$ cat config.mk
export PLATFORM = sky130hd
export DESIGN_NAME = three_port_gpio_config
export DESIGN_NICKNAME = d
export VERILOG_FILES = /design/src/design/gpio_pkg.sv /design/src/design/gpio_pin_sync.sv /design/src/design/three_port_gpio_config.sv
export VERILOG_INCLUDE_DIRS = /design/src /design/src/design
export SDC_FILE = /design/constraint.sdc
export NUM_CORES = 1
export LEC_CHECK = 0
export BUFFER_PORTS_ARGS = -buffer_cell sky130_fd_sc_hd__buf_4
export CAP_MARGIN = 10
export CORE_UTILIZATION = 25
export CTS_CLUSTER_SIZE = 40
export DETAILED_ROUTE_END_ITERATION = 8
export SYNTH_ARGS = -nofsm -noshare
export SYNTH_HDL_FRONTEND = slang
export SYNTH_SLANG_ARGS = --single-unit
$ cat constraint.sdc
create_clock -name ref_clk -period 4.55 [get_ports ref_clk]
set_clock_uncertainty 0.1 [all_clocks]
set_input_delay 0.91 -clock ref_clk [delete_from_list [all_inputs] [get_ports ref_clk]]
set_output_delay 0.91 -clock ref_clk [all_outputs]
set_load 0.02 [all_outputs]
$ cat src/design/gpio_consts.svh
// Register offsets, field positions, masks and reset values of the GPIO block
`ifndef GPIO_CONSTS_SVH
`define GPIO_CONSTS_SVH

// Input and output register spaces, one address per port
`define GPIO_PORT_A_IO_ADDR 8'h00
`define GPIO_PORT_B_IO_ADDR 8'h01
`define GPIO_PORT_C_IO_ADDR 8'h02

// Configuration register space, four registers per port
`define GPIO_PORT_A_PULLUP_ADDR 8'h18
`define GPIO_PORT_A_OPTION_ADDR 8'h19
`define GPIO_PORT_A_DIRECTION_ADDR 8'h1A
`define GPIO_PORT_A_ALT_FUNCTION_ADDR 8'h1B
`define GPIO_PORT_B_PULLUP_ADDR 8'h1C
`define GPIO_PORT_B_OPTION_ADDR 8'h1D
`define GPIO_PORT_B_DIRECTION_ADDR 8'h1E
`define GPIO_PORT_B_ALT_FUNCTION_ADDR 8'h1F
`define GPIO_PORT_C_PULLUP_ADDR 8'h20
`define GPIO_PORT_C_OPTION_ADDR 8'h21
`define GPIO_PORT_C_DIRECTION_ADDR 8'h22
`define GPIO_PORT_C_ALT_FUNCTION_ADDR 8'h23
`define GPIO_CFG_FIRST_ADDR 8'h18
`define GPIO_CFG_LAST_ADDR 8'h23

// Field position of a register inside a port's group of four
`define GPIO_FIELD_PULLUP 2'h0
`define GPIO_FIELD_OPTION 2'h1
`define GPIO_FIELD_DIRECTION 2'h2
`define GPIO_FIELD_ALT_FUNCTION 2'h3

// Implemented pins per port and reset values
`define GPIO_FULL_PORT_MASK 8'hFF
`define GPIO_PORT_C_MASK 8'h3F
`define GPIO_CFG_RESET 8'h00
`define GPIO_OUT_RESET 8'h00

// Package variants
`define GPIO_VARIANT_16_PIN 2
`define GPIO_VARIANT_20_PIN 1
`define GPIO_VARIANT_FULL 0

`endif

$ cat src/design/gpio_pkg.sv
// Types shared by the GPIO block
package gpio_pkg;

   // Pin mode from the pull-up, option and direction bits
   typedef enum logic [2:0] {
      MODE_INPUT_HIZ = 3'h0,
      MODE_OUTPUT_PUSH_PULL = 3'h1,
      MODE_INTERRUPT_NO_PULLUP = 3'h2,
      MODE_OUTPUT_OPEN_DRAIN = 3'h3,
      MODE_INPUT_PULLUP = 3'h4,
      MODE_OUTPUT_PULLUP = 3'h5,
      MODE_INTERRUPT_PULLUP = 3'h6,
      MODE_OUTPUT_WEAK_PULLUP = 3'h7
   } pin_mode_type;

   typedef logic [7:0] port_byte_type;

endpackage

$ cat src/design/gpio_pin_sync.sv
// Three-stage pin synchroniser with agreement filter
`timescale 1ns/10ps
`include "gpio_consts.svh"

module gpio_pin_sync #(
   parameter int unsigned WIDTH = 8
)
(
   // Clock and reset
   input wire logic ref_clk,
   input wire logic rst_n,
   // Raw pins and filtered levels
   input wire logic [WIDTH-1:0] pin_raw,
   output logic [WIDTH-1:0] pin_level
);

   logic [WIDTH-1:0] stage1_q;
   logic [WIDTH-1:0] stage2_q;
   logic [WIDTH-1:0] stage3_q;
   logic [WIDTH-1:0] level_q;

   // Stage one is read by stage two alone, to keep metastability contained
   always_ff @(posedge ref_clk)
   begin
      if (!rst_n)
      begin
         stage1_q <= '0;
         stage2_q <= '0;
         stage3_q <= '0;
      end
      else
      begin
         stage1_q <= pin_raw;
         stage2_q <= stage1_q;
         stage3_q <= stage2_q;
      end
   end

   // A bit changes only once the two settled stages agree
   always_ff @(posedge ref_clk)
   begin
      if (!rst_n)
         level_q <= '0;
      else
         level_q <= (stage2_q & stage3_q) | (level_q & (stage2_q | stage3_q));
   end

   assign pin_level = level_q;

endmodule

$ cat src/design/three_port_gpio_config.sv
// Three-port GPIO block: configuration, input and output registers, pin drive
// Overview of operation
// - Port B direction bit: 0 input, 1 output
// - Port C has pins 5..0 only
// - Port B alternate bit selects analog channel
// - Port C alternate bit routes pin to peripheral
// - Port C pull-up bit enables pull-up
// - Port C option bit per pin 5..0
// - Configuration registers read/write, reset to zero
// - Input register returns digital input levels
// - Input registers read-only, follow pins
// - Output register drives pins set as outputs
// - Output registers write-only, reset to zero
// - Smaller packages leave some registers unused
// - Pull-up, option, direction decode pin mode
// - Pull-up and option latch on direction write
// - Output pins read back the output latch
// - Interrupt pins ORed per port on ports A and B only, edge selectable
`timescale 1ns/10ps
`include "gpio_consts.svh"

module three_port_gpio_config
   import gpio_pkg::*;
#(
   parameter int unsigned PKG_VARIANT = `GPIO_VARIANT_FULL
)
(
   // Clock and reset
   input wire logic ref_clk,
   input wire logic rst_n,
   // Configuration register space
   input wire logic [7:0] cfg_addr,
   input wire logic cfg_wr,
   input wire logic [7:0] cfg_wdata,
   input wire logic cfg_rd,
   output logic [7:0] cfg_rdata,
   // Input register space
   input wire logic [7:0] in_addr,
   input wire logic in_rd,
   output logic [7:0] in_rdata,
   // Output register space
   input wire logic [7:0] out_addr,
   input wire logic out_wr,
   input wire logic [7:0] out_wdata,
   // Port A pins
   input wire logic [7:0] port_a_pin_in,
   output logic [7:0] port_a_pin_out,
   output logic [7:0] port_a_pin_oe,
   output logic [7:0] port_a_pin_pullup,
   // Port B pins
   input wire logic [7:0] port_b_pin_in,
   output logic [7:0] port_b_pin_out,
   output logic [7:0] port_b_pin_oe,
   output logic [7:0] port_b_pin_pullup,
   // Port C pins
   input wire logic [5:0] port_c_pin_in,
   output logic [5:0] port_c_pin_out,
   output logic [5:0] port_c_pin_oe,
   output logic [5:0] port_c_pin_pullup,
   // Peripheral side of the alternate functions
   input wire logic [7:0] port_a_periph_out,
   output logic [7:0] port_a_periph_in,
   input wire logic [5:0] port_c_periph_out,
   output logic [5:0] port_c_periph_in,
   output logic [7:0] analog_input_channel,
   output logic analog_vref_select,
   // Port interrupt requests
   input wire logic port_a_irq_rising,
   input wire logic port_b_irq_rising,
   output logic port_a_irq,
   output logic port_b_irq
);

   localparam int NPORTS = 3;

   // Configuration state: written values and the active copies
   port_byte_type pu_q [NPORTS];
   port_byte_type or_q [NPORTS];
   port_byte_type pu_act_q [NPORTS];
   port_byte_type or_act_q [NPORTS];
   port_byte_type ddr_q [NPORTS];
   port_byte_type af_q [NPORTS];
   port_byte_type out_q [NPORTS];
   port_byte_type level [NPORTS];
   port_byte_type periph_drv [NPORTS];
   port_byte_type pin_out_d [NPORTS];
   port_byte_type pin_oe_d [NPORTS];
   port_byte_type pin_pu_d [NPORTS];
   port_byte_type pin_out_q [NPORTS];
   port_byte_type pin_oe_q [NPORTS];
   port_byte_type pin_pu_q [NPORTS];
   port_byte_type readback [NPORTS];
   logic [7:0] cfg_rdata_q;
   logic [7:0] cfg_rdata_d;
   logic [7:0] in_rdata_q;
   logic [7:0] in_rdata_d;
   logic [7:0] cfg_index;
   logic [1:0] cfg_port;
   logic [1:0] cfg_field;
   logic cfg_hit;
   logic [7:0] port_a_level;
   logic [7:0] port_b_level;
   logic [5:0] port_c_level;
   logic [7:0] periph_a_q;
   logic [5:0] periph_c_q;
   logic [7:0] analog_q;
   logic vref_q;
   logic [1:0] irq_or_d;
   logic [1:0] irq_or_q;
   logic [1:0] irq_q;

   // Implemented bits of a register, given port, field and package variant
   function automatic port_byte_type reg_mask(input int p, input int f);
      port_byte_type m;
      m = (p == 2) ? `GPIO_PORT_C_MASK : `GPIO_FULL_PORT_MASK;
      if (p == 2 && PKG_VARIANT != `GPIO_VARIANT_FULL)
         m = `GPIO_CFG_RESET;
      else if (p == 1 && f == 3 && PKG_VARIANT == `GPIO_VARIANT_16_PIN)
         m = `GPIO_CFG_RESET;
      return m;
   endfunction

   // Every pin level goes through the synchroniser first
   gpio_pin_sync #(.WIDTH(8)) sync_a (
      .ref_clk(ref_clk),
      .rst_n(rst_n),
      .pin_raw(port_a_pin_in),
      .pin_level(port_a_level)
   );
   gpio_pin_sync #(.WIDTH(8)) sync_b (
      .ref_clk(ref_clk),
      .rst_n(rst_n),
      .pin_raw(port_b_pin_in),
      .pin_level(port_b_level)
   );
   gpio_pin_sync #(.WIDTH(6)) sync_c (
      .ref_clk(ref_clk),
      .rst_n(rst_n),
      .pin_raw(port_c_pin_in),
      .pin_level(port_c_level)
   );

   // Widen ports to bytes; unimplemented bits sit at zero
   assign level[0] = port_a_level;
   assign level[1] = port_b_level;
   assign level[2] = {2'h0, port_c_level};
   assign periph_drv[0] = port_a_periph_out;
   assign periph_drv[1] = 8'h00;
   assign periph_drv[2] = {2'h0, port_c_periph_out};

   // Configuration address decode
   always_comb
   begin
      cfg_index = cfg_addr - `GPIO_CFG_FIRST_ADDR;
      cfg_port = cfg_index[3:2];
      cfg_field = cfg_index[1:0];
      if (cfg_addr < `GPIO_CFG_FIRST_ADDR)
         cfg_hit = 1'b0;
      else if (cfg_addr > `GPIO_CFG_LAST_ADDR)
         cfg_hit = 1'b0;
      else
         cfg_hit = 1'b1;
   end

   // Configuration registers; pull-up and option go live on a direction write
   always_ff @(posedge ref_clk)
   begin
      if (!rst_n)
      begin
         for (int p = 0; p < NPORTS; p++)
         begin
            pu_q[p] <= `GPIO_CFG_RESET;
            or_q[p] <= `GPIO_CFG_RESET;
            pu_act_q[p] <= `GPIO_CFG_RESET;
            or_act_q[p] <= `GPIO_CFG_RESET;
            ddr_q[p] <= `GPIO_CFG_RESET;
            af_q[p] <= `GPIO_CFG_RESET;
         end
      end
      else if (cfg_wr && cfg_hit)
      begin
         for (int p = 0; p < NPORTS; p++)
         begin
            if (cfg_port == 2'(p))
            begin
               if (cfg_field == `GPIO_FIELD_PULLUP)
                  pu_q[p] <= cfg_wdata & reg_mask(p, 0);
               else if (cfg_field == `GPIO_FIELD_OPTION)
                  or_q[p] <= cfg_wdata & reg_mask(p, 1);
               else if (cfg_field == `GPIO_FIELD_DIRECTION)
               begin
                  ddr_q[p] <= cfg_wdata & reg_mask(p, 2);
                  pu_act_q[p] <= pu_q[p];
                  or_act_q[p] <= or_q[p];
               end
               else
                  af_q[p] <= cfg_wdata & reg_mask(p, 3);
            end
         end
      end
   end

   // Configuration read data, held until the next read
   always_comb
   begin
      cfg_rdata_d = cfg_rdata_q;
      if (cfg_rd)
      begin
         cfg_rdata_d = 8'h00;
         for (int p = 0; p < NPORTS; p++)
         begin
            if (cfg_hit && cfg_port == 2'(p))
            begin
               if (cfg_field == `GPIO_FIELD_PULLUP)
                  cfg_rdata_d = pu_q[p];
               else if (cfg_field == `GPIO_FIELD_OPTION)
                  cfg_rdata_d = or_q[p];
               else if (cfg_field == `GPIO_FIELD_DIRECTION)
                  cfg_rdata_d = ddr_q[p];
               else
                  cfg_rdata_d = af_q[p];
            end
         end
      end
   end

   always_ff @(posedge ref_clk)
   begin
      if (!rst_n)
         cfg_rdata_q <= 8'h00;
      else
         cfg_rdata_q <= cfg_rdata_d;
   end

   // Output latches; the output space has no read path
   always_ff @(posedge ref_clk)
   begin
      if (!rst_n)
      begin
         for (int p = 0; p < NPORTS; p++)
            out_q[p] <= `GPIO_OUT_RESET;
      end
      else if (out_wr)
      begin
         if (out_addr == `GPIO_PORT_A_IO_ADDR)
            out_q[0] <= out_wdata & reg_mask(0, 0);
         else if (out_addr == `GPIO_PORT_B_IO_ADDR)
            out_q[1] <= out_wdata & reg_mask(1, 0);
         else if (out_addr == `GPIO_PORT_C_IO_ADDR)
            out_q[2] <= out_wdata & reg_mask(2, 0);
      end
   end

   // Input view: pin level for inputs, output latch for outputs
   always_comb
   begin
      for (int p = 0; p < NPORTS; p++)
         readback[p] = ((ddr_q[p] & out_q[p]) | (~ddr_q[p] & level[p])) & reg_mask(p, 0);
   end

   // Input registers are read-only and track the pins; read data is held until the next read and resets to zero
   always_comb
   begin
      in_rdata_d = in_rdata_q;
      if (in_rd)
      begin
         if (in_addr == `GPIO_PORT_A_IO_ADDR)
            in_rdata_d = readback[0];
         else if (in_addr == `GPIO_PORT_B_IO_ADDR)
            in_rdata_d = readback[1];
         else if (in_addr == `GPIO_PORT_C_IO_ADDR)
            in_rdata_d = readback[2];
         else
            in_rdata_d = 8'h00;
      end
   end

   always_ff @(posedge ref_clk)
   begin
      if (!rst_n)
         in_rdata_q <= 8'h00;
      else
         in_rdata_q <= in_rdata_d;
   end

   // Pin drive per mode; port B alternate releases the pin to the analog path
   always_comb
   begin
      for (int p = 0; p < NPORTS; p++)
      begin
         for (int n = 0; n < 8; n++)
         begin
            logic data;
            pin_mode_type mode;
            data = (af_q[p][n] && p != 1) ? periph_drv[p][n] : out_q[p][n];
            mode = pin_mode_type'({pu_act_q[p][n], or_act_q[p][n], ddr_q[p][n]});
            pin_out_d[p][n] = 1'b0;
            pin_oe_d[p][n] = 1'b0;
            pin_pu_d[p][n] = 1'b0;
            if (p == 1 && af_q[p][n])
               pin_pu_d[p][n] = 1'b0;
            else
            begin
               case (mode)
                  MODE_OUTPUT_PUSH_PULL:
                  begin
                     pin_out_d[p][n] = data;
                     pin_oe_d[p][n] = 1'b1;
                  end
                  MODE_OUTPUT_PULLUP:
                  begin
                     pin_out_d[p][n] = data;
                     pin_oe_d[p][n] = 1'b1;
                     pin_pu_d[p][n] = 1'b1;
                  end
                  MODE_OUTPUT_OPEN_DRAIN:
                     pin_oe_d[p][n] = ~data;
                  MODE_OUTPUT_WEAK_PULLUP:
                  begin
                     pin_oe_d[p][n] = ~data;
                     pin_pu_d[p][n] = 1'b1;
                  end
                  MODE_INPUT_PULLUP, MODE_INTERRUPT_PULLUP:
                     pin_pu_d[p][n] = 1'b1;
                  default:
                     pin_pu_d[p][n] = 1'b0;
               endcase
            end
         end
         pin_out_d[p] = pin_out_d[p] & reg_mask(p, 0);
         pin_oe_d[p] = pin_oe_d[p] & reg_mask(p, 0);
         pin_pu_d[p] = pin_pu_d[p] & reg_mask(p, 0);
      end
   end

   // Registered pin drive so every pin output comes from a flop
   always_ff @(posedge ref_clk)
   begin
      if (!rst_n)
      begin
         for (int p = 0; p < NPORTS; p++)
         begin
            pin_out_q[p] <= 8'h00;
            pin_oe_q[p] <= 8'h00;
            pin_pu_q[p] <= 8'h00;
         end
      end
      else
      begin
         pin_out_q <= pin_out_d;
         pin_oe_q <= pin_oe_d;
         pin_pu_q <= pin_pu_d;
      end
   end

   // Alternate-function routing towards peripherals and the converter
   always_ff @(posedge ref_clk)
   begin
      if (!rst_n)
      begin
         periph_a_q <= 8'h00;
         periph_c_q <= 6'h00;
         analog_q <= 8'h00;
         vref_q <= 1'b0;
      end
      else
      begin
         periph_a_q <= level[0] & af_q[0];
         periph_c_q <= port_c_level & af_q[2][5:0];
         analog_q <= af_q[1];
         vref_q <= af_q[1][0];
      end
   end

   // Interrupt pins ORed per port, ports A and B only; only the chosen edge of the OR requests
   always_comb
   begin
      for (int p = 0; p < 2; p++)
         irq_or_d[p] = |(level[p] & or_act_q[p] & ~ddr_q[p] & ~af_q[p]);
   end

   always_ff @(posedge ref_clk)
   begin
      if (!rst_n)
      begin
         irq_or_q <= 2'h0;
         irq_q <= 2'h0;
      end
      else
      begin
         irq_or_q <= irq_or_d;
         irq_q[0] <= port_a_irq_rising ? (irq_or_d[0] & ~irq_or_q[0])
                                       : (~irq_or_d[0] & irq_or_q[0]);
         irq_q[1] <= port_b_irq_rising ? (irq_or_d[1] & ~irq_or_q[1])
                                       : (~irq_or_d[1] & irq_or_q[1]);
      end
   end

   // Port connections
   assign cfg_rdata = cfg_rdata_q;
   assign in_rdata = in_rdata_q;
   assign port_a_pin_out = pin_out_q[0];
   assign port_a_pin_oe = pin_oe_q[0];
   assign port_a_pin_pullup = pin_pu_q[0];
   assign port_b_pin_out = pin_out_q[1];
   assign port_b_pin_oe = pin_oe_q[1];
   assign port_b_pin_pullup = pin_pu_q[1];
   assign port_c_pin_out = pin_out_q[2][5:0];
   assign port_c_pin_oe = pin_oe_q[2][5:0];
   assign port_c_pin_pullup = pin_pu_q[2][5:0];
   assign port_a_periph_in = periph_a_q;
   assign port_c_periph_in = periph_c_q;
   assign analog_input_channel = analog_q;
   assign analog_vref_select = vref_q;
   assign port_a_irq = irq_q[0];
   assign port_b_irq = irq_q[1];
endmodule

==> impl_metrics.toml, run 1 <==
[logic_synthesis]
syn_area_sq_um = 12500
netlist_instances = 928
synth_flop_cell = "dfxtp_1"
synth_seq_cells = 350
syn-num-nets = 1012
synth-edff-count = 154
yosysWarnings = 0
seq_area_frac_synth = 0.684
postSynthAreaPerCell_sq_um = 13.5
synth_cell_types = 46
async_flop_share = 0

[timing]
finalSetupViolCount = 0
finalCritPeriodShare = 0.667
slew_viol_final = 0
fin_ws_ns = 1.52
rsz0062_at_grt = "false"
tightest_slew_ns = 1.23
hold_violations = 0
finalSetupTns_ns = 0
slew_headroom = 0.173
fmax_ghz = 0.330
min_period_ns = 3.03

[cts]
clock_path_buffers = 3
clk_pin_slew_ns = 0.06
numCtsBuffers = 39
post-cts-setup-buffers = 0
cts_htree_levels = 2
hold_buffers = 0
cts.repair.resized = 0
cts_tree = "done"
cts_root_buf = "clkbuf_16"
cts_sinks = 350
clk_latency_ns = 0.55

[die]
die-width_um = 226
io_pins = 191
start_util = 0.254
core_area_sq_um = 49200
die_h_um = 226
num_rows = 81
die_area_sq_um = 50900

[setup_path]
critical_path.cell_chain = "buf_4 > nor2_1 > o211a_1 > nand3_1 > o31ai_1"
cpPeakStageDelay_ns = 0.99
worst-endpoint-arrival_ns = 3.09
crit_path_top_delay_cell = "o31ai_1"
worst_setup_path_start_kind = "primary input"
cp_num_buf_inv = 1
critical_path_class = "in2reg"
r2r_cells = 4
critPathMaxFanout = 12
required_ns = 4.61
cp.depth = 5
crit_family = "compound AO/OA/AOI/OAI gates"
end_kind = "flip-flop"

[placed_design]
gp_congestion = 0.895
portBuffers = 190
dp.final_hpwl_mm = 29.6
pre_cts_slack_ns = 1.08
dp_cells = 1758

[route]
drt-initial-drc-count = 683
drc_errors = 0
routed_wl_mm = 39.5
via_count = 8256
routed_via_density = 4.51
first_pass_iters = 5
wire_per_inst_um = 21.6
antenna_left = 0

[pwr]
clkPwrFrac = 0.437
peakVddDrop_mv = 0.221
p_sw_frac = 0.230
powerDensity_nw_per_um2 = 433
power_leakage_nw = 6.11
seq_power_share = 0.507
power_switching_mw = 1.59
combPwrFrac = 0.056
internal_power_mw = 5.31

[flow_run]
drv_cap = 0

[global_route]
antenna_found_initial = 2
gr-total-overflow = 0
grt_pass1_wl_mm = 55.8
grt_pass1_vias = 8319
grt_max_degree = 61
grt_usage = 0.155

[cells_and_area]
multi_input_comb_area_sq_um = 3760
fin_cells = 1830
final_util = 0.324
fin_nets = 1220
seqCellArea_sq_um = 8550
fill_cells = 4907
syn2layout_area_growth_pct = 27.5
drive_gt1_frac = 0.270

[min_path]
min_path_cells = 1
hp-class = "reg2reg"

[outcome]
outcome = "complete, no violations"
[power by group through the flow]
| stage | sequential [mW] | combinational (mW) | clock [mW] |
|---|---|---|---|
| after floorplan | 3.54 | 0.167 | 0 |
| after global placement | 3.56 | 0.386 | 0 |
| after detailed placement | 3.56 | 0.390 | 0 |
| after CTS | 3.49 | 0.392 | 3.08 |
| after global routing | 3.50 | 0.413 | 3.20 |
| final | 3.50 | 0.386 | 3.01 |
[Yosys cell counts (6+ instances only)]
master,n,area (sq um)
dfxtp_1,196,3920
and2_1,172,1080
mux2i_1,14,140
edfxtp_1,154,4620
nand2_1,60,225
nand3b_1,10,75.1
o221ai_1,7,61.3
mux4_2,22,495
clkbuf_1,23,86.3
nor4bb_1,16,160
nor4_1,7,43.8
nor3b_1,27,203
a21oi_1,58,290
nor2_1,13,48.8
inv_1,6,22.5
and3_1,20,125
o21ai_0,39,195
mux2_2,20,225
a31oi_1,7,43.8
[final timing paths]
check | slack (ns) | end | from
setup reg to reg | 2.65 | irq_q[1] | af_q[0][9]
hold reg to reg | 0.33 | sync_a.stage2_q[6] | sync_a.stage1_q[6]
hold / removal | 0.33 | sync_a.stage2_q[6] | sync_a.stage1_q[6]
setup / recovery | 1.52 | af_q[0][16] | cfg_addr[7]
[placed cells by master, fill, tap and decap left out, types with 4 or more instances in the layout]
cell type	instances
a21oi_1	58
a31oi_1	7
and2_1	172
and3_1	20
buf_4	205
clkbuf_1	10
clkbuf_16	41
clkbuf_8	5
clkinvlp_4	4
dfxtp_1	196
edfxtp_1	154
inv_1	6
mux2_2	20
mux2i_1	14
mux4_2	22
nand2_1	60
nand2b_1	4
nand3_1	4
nand3b_1	10
nor2_1	13
nor3_1	4
nor3b_1	27
nor4_1	7
nor4bb_1	16
o21ai_0	34
o221ai_1	7
[kinds of logic (layout without fill, tap and decap cells)]
family,Yosys count,count (layout),synth area share
AOI/OAI and AO/OA,127,127,0.0591
buffers and inverters,45,282,0.0154
DFF,350,350,0.684
muxes,56,56,0.0689
other,0,1,0
and+or+nand+nor,350,350,0.172
[metrics by stage]
| stage | hold slack [ns] | instance area, sq um | total power, mW |
|---|---|---|---|
| final | 0.326 | 15900 | 6.89 |
| after global routing | 0.340 | 15900 | 7.12 |
| after CTS | 0.330 | 15900 | 6.96 |
| after detailed placement | 0.317 | 14700 | 3.95 |
| after global placement | 0.317 | 14700 | 3.95 |
| after floorplan | 0.309 | 12500 | 3.71 |
[worst reg2reg max path: cells and delay by family (launching register included)]
| family | cells | cell delay (ns) |
|---|---|---|
| AOI/OAI and AO/OA | 2 | 0.28 |
| and+or+nand+nor | 2 | 0.75 |
| DFF | 1 | 0.62 |
[registers in the layout (all words and copies together), names as in the netlist, 22 cells and up]
register,cells
af_q,22
ddr_q,22
or_act_q,22
or_q,22
out_q,22
pu_act_q,22
pu_q,22
[final cells by class]
class,instances,share of cell area
sequential,350,0.537
inverter,6,0.00141
timing repair buffer,206,0.0969
tap,664,0.0522
multi-input combinational,533,0.236
clock inverter,14,0.00542
clock buffer,56,0.0711
antenna,1,0.000157
[per-layer routing]
| layer | wire [um] | track usage |
|---|---|---|
| met1 | 15800 | 0.196 |
| met2 | 18400 | 0.248 |
| met3 | 4010 | 0.0449 |
| met4 | 1280 | 0.0592 |
| met5 | 0 | 0 |
No activity file was read; power rests on OpenSTA's default activity.
==> inputs of run 2 (changes only) <==
==> constraint.sdc (replaced) <==
create_clock -name ref_clk -period 2.8 [get_ports ref_clk]
set_clock_uncertainty 0.1 [all_clocks]
set_input_delay 0.56 -clock ref_clk [delete_from_list [all_inputs] [get_ports ref_clk]]
set_output_delay 0.56 -clock ref_clk [all_outputs]
set_load 0.02 [all_outputs]
==> run 2 against run 1 <==
Compared with the run above:
- combinational power rose by 69%
- die area did not move
- design area increased by 1.6%
- wire length is 2.2% higher
- total power grew 68%
- via count grew 0.73%
- global-route usage rose by 0.40 points
- critical path depth unchanged
- flip-flop and latch count unchanged
- critical endpoint is now out_q[0][19]
- largest cell class unchanged
- largest power group unchanged
==> impl_metrics.toml, run 2 (synthesized netlist as in run 1, its figures left out) <==
[cts]
cts_htree_levels = 2
clk_latency_ns = 0.57
cts.repair.resized = 0
clk_pin_slew_ns = 0.06
numCtsBuffers = 40
cts_root_buf = "clkbuf_16"
cts_sinks = 350
hold_buffers = 0
clock_path_buffers = 3
cts_tree = "done"
post-cts-setup-buffers = 0

[die]
num_rows = 81
start_util = 0.254
io_pins = 191
core_area_sq_um = 49200
die_area_sq_um = 50900
die-width_um = 226
die_h_um = 226

[setup_path]
cp-startpoint = "out_addr[4]"
critical_path_class = "in2reg"
worst_setup_path_start_kind = "primary input"
r2r_cells = 4
r2r_start = "af_q[0][11]"
required_ns = 3.11
r2r-end = "irq_q[1]"
end_kind = "flip-flop"
r2r_setup_slack_ns = 1.01
worst-endpoint-arrival_ns = 2.29
critPathMaxFanout = 8

[pwr]
powerDensity_nw_per_um2 = 717
internal_power_mw = 8.93
peakVddDrop_mv = 0.338
power_switching_mw = 2.68
seq_power_share = 0.489
p_sw_frac = 0.231
combPwrFrac = 0.056
clkPwrFrac = 0.455
power_leakage_nw = 6.26
finalPower_mw = 11.6

[global_route]
antenna_found_initial = 3
grt_pass1_wl_mm = 56.8
gr-total-overflow = 0
grt_max_degree = 86
grt_pass1_vias = 8332
grt_usage = 0.159

[flow_run]
drv_cap = 0

[placed_design]
pre_cts_slack_ns = 0.304
place_area_sq_um = 14900
dp.final_hpwl_mm = 30.0
portBuffers = 190
gp_congestion = 0.858

[timing]
hold_violations = 0
slew_headroom = 0.485
worst_hold_slack_ns = 0.103
fin_ws_ns = 0.822
tightest_slew_ns = 0.768
slew_viol_final = 0
finalCritPeriodShare = 0.706
min_period_ns = 1.98
fmax_ghz = 0.506
finalSetupViolCount = 0
rsz0062_at_grt = "false"

[outcome]
outcome = "complete, no violations"

[route]
wire_per_inst_um = 21.9
drt-initial-drc-count = 624
antenna_left = 0
via_count = 8316
first_pass_iters = 5
drc_errors = 0
routed_wl_mm = 40.4
routed_via_density = 4.51

[min_path]
hold_end = "sync_c.stage1_q[4]"
min_path_cells = 2
hp-class = "in2reg"
worstHoldStart = "port_c_pin_in[4]"

[cells_and_area]
layout_common_cells = "214 x buf_4, 196 x dfxtp_1, 172 x and2_1"
stdcell_area_sq_um = 16200
fin_nets = 1233
final_util = 0.329
layout_commonest_cell = "buf_4"
syn2layout_area_growth_pct = 29.6
fill_cells = 4934
drive_gt1_frac = 0.284
[run 2: worst max path at each step]
stage,endpoint,slack (ns)
global route,out_q[0][9],0.67
finish,out_q[0][19],0.82
floorplan,ddr_q[0][0],-0.18
CTS,out_q[0][2],0.88
global placement,out_q[0][15],0.30
detailed placement,out_q[0][2],0.30
[run 2: worst max-delay path, stage by stage]
cell,delay [ns]
buf_4,0.11
nor4b_1,0.51
nand2_1,0.18
a211oi_1,0.65
and2_1,0.28
[run 2: stage by stage]
| step | std cells | TNS (ns) |
|---|---|---|
| after floorplan | 928 | -8.20 |
| after global placement | 1771 | 0 |
| after detailed placement | 1771 | 0 |
| after CTS | 1844 | 0 |
| after global routing | 1844 | 0 |
| final | 1845 | 0 |
[run 2: final cells by class]
cell class | instances | area, sq um | area share
flip-flops and latches | 350 | 8550 | 0.528
multi-input cells | 533 | 3760 | 0.232
repair buffers | 218 | 1690 | 0.104
clock buffers | 54 | 1170 | 0.0720
well taps | 664 | 831 | 0.0513
clock inverters | 19 | 166 | 0.0103
inverters | 6 | 22.5 | 0.00139
diodes | 1 | 2.50 | 0.000155
[run 2: routing by layer]
layer / wire, um / part of all wire / global-route usage
met5: 26 / 0.00064 / 0
met3: 2870 / 0.071 / 0.0374
met1: 17500 / 0.43 / 0.207
met2: 19000 / 0.47 / 0.257
met4: 964 / 0.024 / 0.0524
[run 2: power by group through the flow]
| stage | Clock (mW) | Sequential, mW | Combinational (mW) |
|---|---|---|---|
| 4_1_cts | 5.40 | 5.68 | 0.662 |
| 5_1_grt | 5.58 | 5.70 | 0.697 |
| 3_5_place_dp | 0 | 5.79 | 0.659 |
| 3_3_place_gp | 0 | 5.79 | 0.657 |
| 2_1_floorplan | 0 | 5.75 | 0.272 |
| 6_report | 5.28 | 5.68 | 0.651 |
==> inputs of run 3 (changes only) <==
==> constraint.sdc (replaced) <==
create_clock -name ref_clk -period 1.8 [get_ports ref_clk]
set_clock_uncertainty 0.1 [all_clocks]
set_input_delay 0.36 -clock ref_clk [delete_from_list [all_inputs] [get_ports ref_clk]]
set_output_delay 0.36 -clock ref_clk [all_outputs]
set_load 0.02 [all_outputs]
==> run 3 against run 2 <==
Compared with the run above:
- worst hold slack worse by 0.063 ns
- register-to-register slack worse by 0.93 ns
- final cell count up 6.7%
==> impl_metrics.toml, run 3 (synthesized netlist as in run 1, its figures left out) <==
[cells_and_area]
drive_gt1_frac = 0.355
layout_commonest_cell = "buf_4"
fin_cells = 1968
layout_common_cells = "301 x buf_4, 196 x dfxtp_1, 164 x and2_1"
stdcell_area_sq_um = 17600
fin_nets = 1357
fill_cells = 4832
syn2layout_area_growth_pct = 40.8

[pwr]
power_leakage_nw = 6.95
powerDensity_nw_per_um2 = 1050
peakVddDrop_mv = 0.483

[timing]
worst_hold_slack_ns = 0.0399
fmax_ghz = 0.580
finalCritPeriodShare = 0.958
tightest_slew_ns = 0.519
rsz0062_at_grt = "false"
finalSetupViolCount = 0
slew_viol_final = 0
min_period_ns = 1.72
hold_violations = 0
finalSetupTns_ns = 0
slew_headroom = 0.651

[cts]
clk_pin_slew_ns = 0.06
cts_sinks = 350
cts_root_buf = "clkbuf_16"
clock_path_buffers = 3
cts_tree = "done"
cts_htree_levels = 2
clk_latency_ns = 0.56
numCtsBuffers = 40

[route]
drc_errors = 0
via_count = 8630
antenna_left = 0
first_pass_iters = 5
routed_via_density = 4.39
wire_per_inst_um = 20.7
routed_wl_mm = 40.7
drt-initial-drc-count = 760

[die]
num_rows = 81
die_h_um = 226
start_util = 0.254
core_area_sq_um = 49200
die-width_um = 226
die_area_sq_um = 50900
io_pins = 191

[setup_path]
cpPeakStageDelay_ns = 0.48
worst_setup_path_start_kind = "flip-flop"
worst-endpoint-arrival_ns = 2.10
crit_path_top_delay_cell = "edfxtp_1"
critical_path.cell_chain = "nor4bb_1 > nor4_1 > buf_4 > a211o_1 > a21oi_2"
r2r_start = "ddr_q[0][11]"
required_ns = 2.17
cp-startpoint = "ddr_q[0][11]"
critPathMaxFanout = 3
critical_path_class = "reg2reg"
end_kind = "flip-flop"

[global_route]
grt_pass1_vias = 8679
grt_pass1_wl_mm = 58.3
gr-total-overflow = 0
antenna_found_initial = 1
grt_max_degree = 85
grt_usage = 0.161

[placed_design]
portBuffers = 190
dp.final_hpwl_mm = 31.1
dp_cells = 1869
gp_congestion = 0.905
place_area_sq_um = 15900

[min_path]
worstHoldStart = "in_rd"
hp-class = "in2reg"

[outcome]
outcome = "complete, no violations"

[flow_run]
drv_cap = 0
-- run 3: cell count changes in the layout (fill, tap and decap cells not counted), sizes merged --
cell | previous run | this run
dlygate4sd3 | 0 | 23
clkinvlp | 3 | 2
clkinv | 12 | 5
bufinv | 2 | 3
buf | 218 | 319
clkbuf | 54 | 60
-- run 3: timing repair --
| action | in CTS | in global routing |
|---|---|---|
| hold buffers | 23 | 0 |
| buffers inserted | 0 | 3 |
| pin swaps | 0 | 1 |
| hold endpoints to repair | 23 | 0 |
| gates cloned | 0 | 0 |
| gates resized for setup | 2 | 8 |
| setup endpoints to repair | 1 | 2 |
-- run 3: worst paths after layout --
| kind | to | slack [ns] | cells after the start |
|---|---|---|---|
| max | irq_q[1] | 0.08 | 5 |
| min | in_rdata[6] | 0.04 | 3 |
| max reg2reg | irq_q[1] | 0.08 | 5 |
| min reg2reg | sync_a.stage2_q[5] | 0.33 | 1 |
-- run 3: power by group --
part	internal [mW]	switching (mW)	leakage (nW)	total, mW
clock network	5.10	3.23	0.659	8.33
registers	8.58	0.212	3.12	8.79
logic	0.631	0.643	3.17	1.27
-- run 3: critical path: cells and delay by family (launching register included) --
| family | cells | cell delay (ns) |
|---|---|---|
| compound gates | 2 | 0.43 |
| flops | 1 | 0.48 |
| simple gates | 2 | 0.47 |
| buf+inv | 1 | 0.16 |
-- run 3: cell type report --
type | count | area [sq um] | share of cell area
flip-flops and latches | 350 | 8550 | 0.486
multi-input cells | 533 | 3980 | 0.226
repair buffers | 342 | 2850 | 0.162
clock buffers | 60 | 1210 | 0.0689
well taps | 664 | 831 | 0.0472
clock inverters | 12 | 146 | 0.00832
inverters | 6 | 22.5 | 0.00128
diodes | 1 | 2.50 | 0.000142
-- run 3: layer usage --
| metal | track usage | part of all wire |
|---|---|---|
| met1 | 0.209 | 0.43 |
| met2 | 0.263 | 0.48 |
| met3 | 0.0409 | 0.066 |
| met4 | 0.0467 | 0.025 |
| met5 | 0 | 0 |
-- run 3: metrics by stage --
stage | worst slack, ns | utilization | power, mW
floorplan | -0.140 | - | 9.39
global placement | -0.326 | 0.324 | 10.2
detailed placement | -0.330 | 0.324 | 10.2
CTS | 0.0223 | 0.356 | 18.6
global route | 0.00582 | 0.358 | 19.0
finish | 0.0760 | 0.358 | 18.4
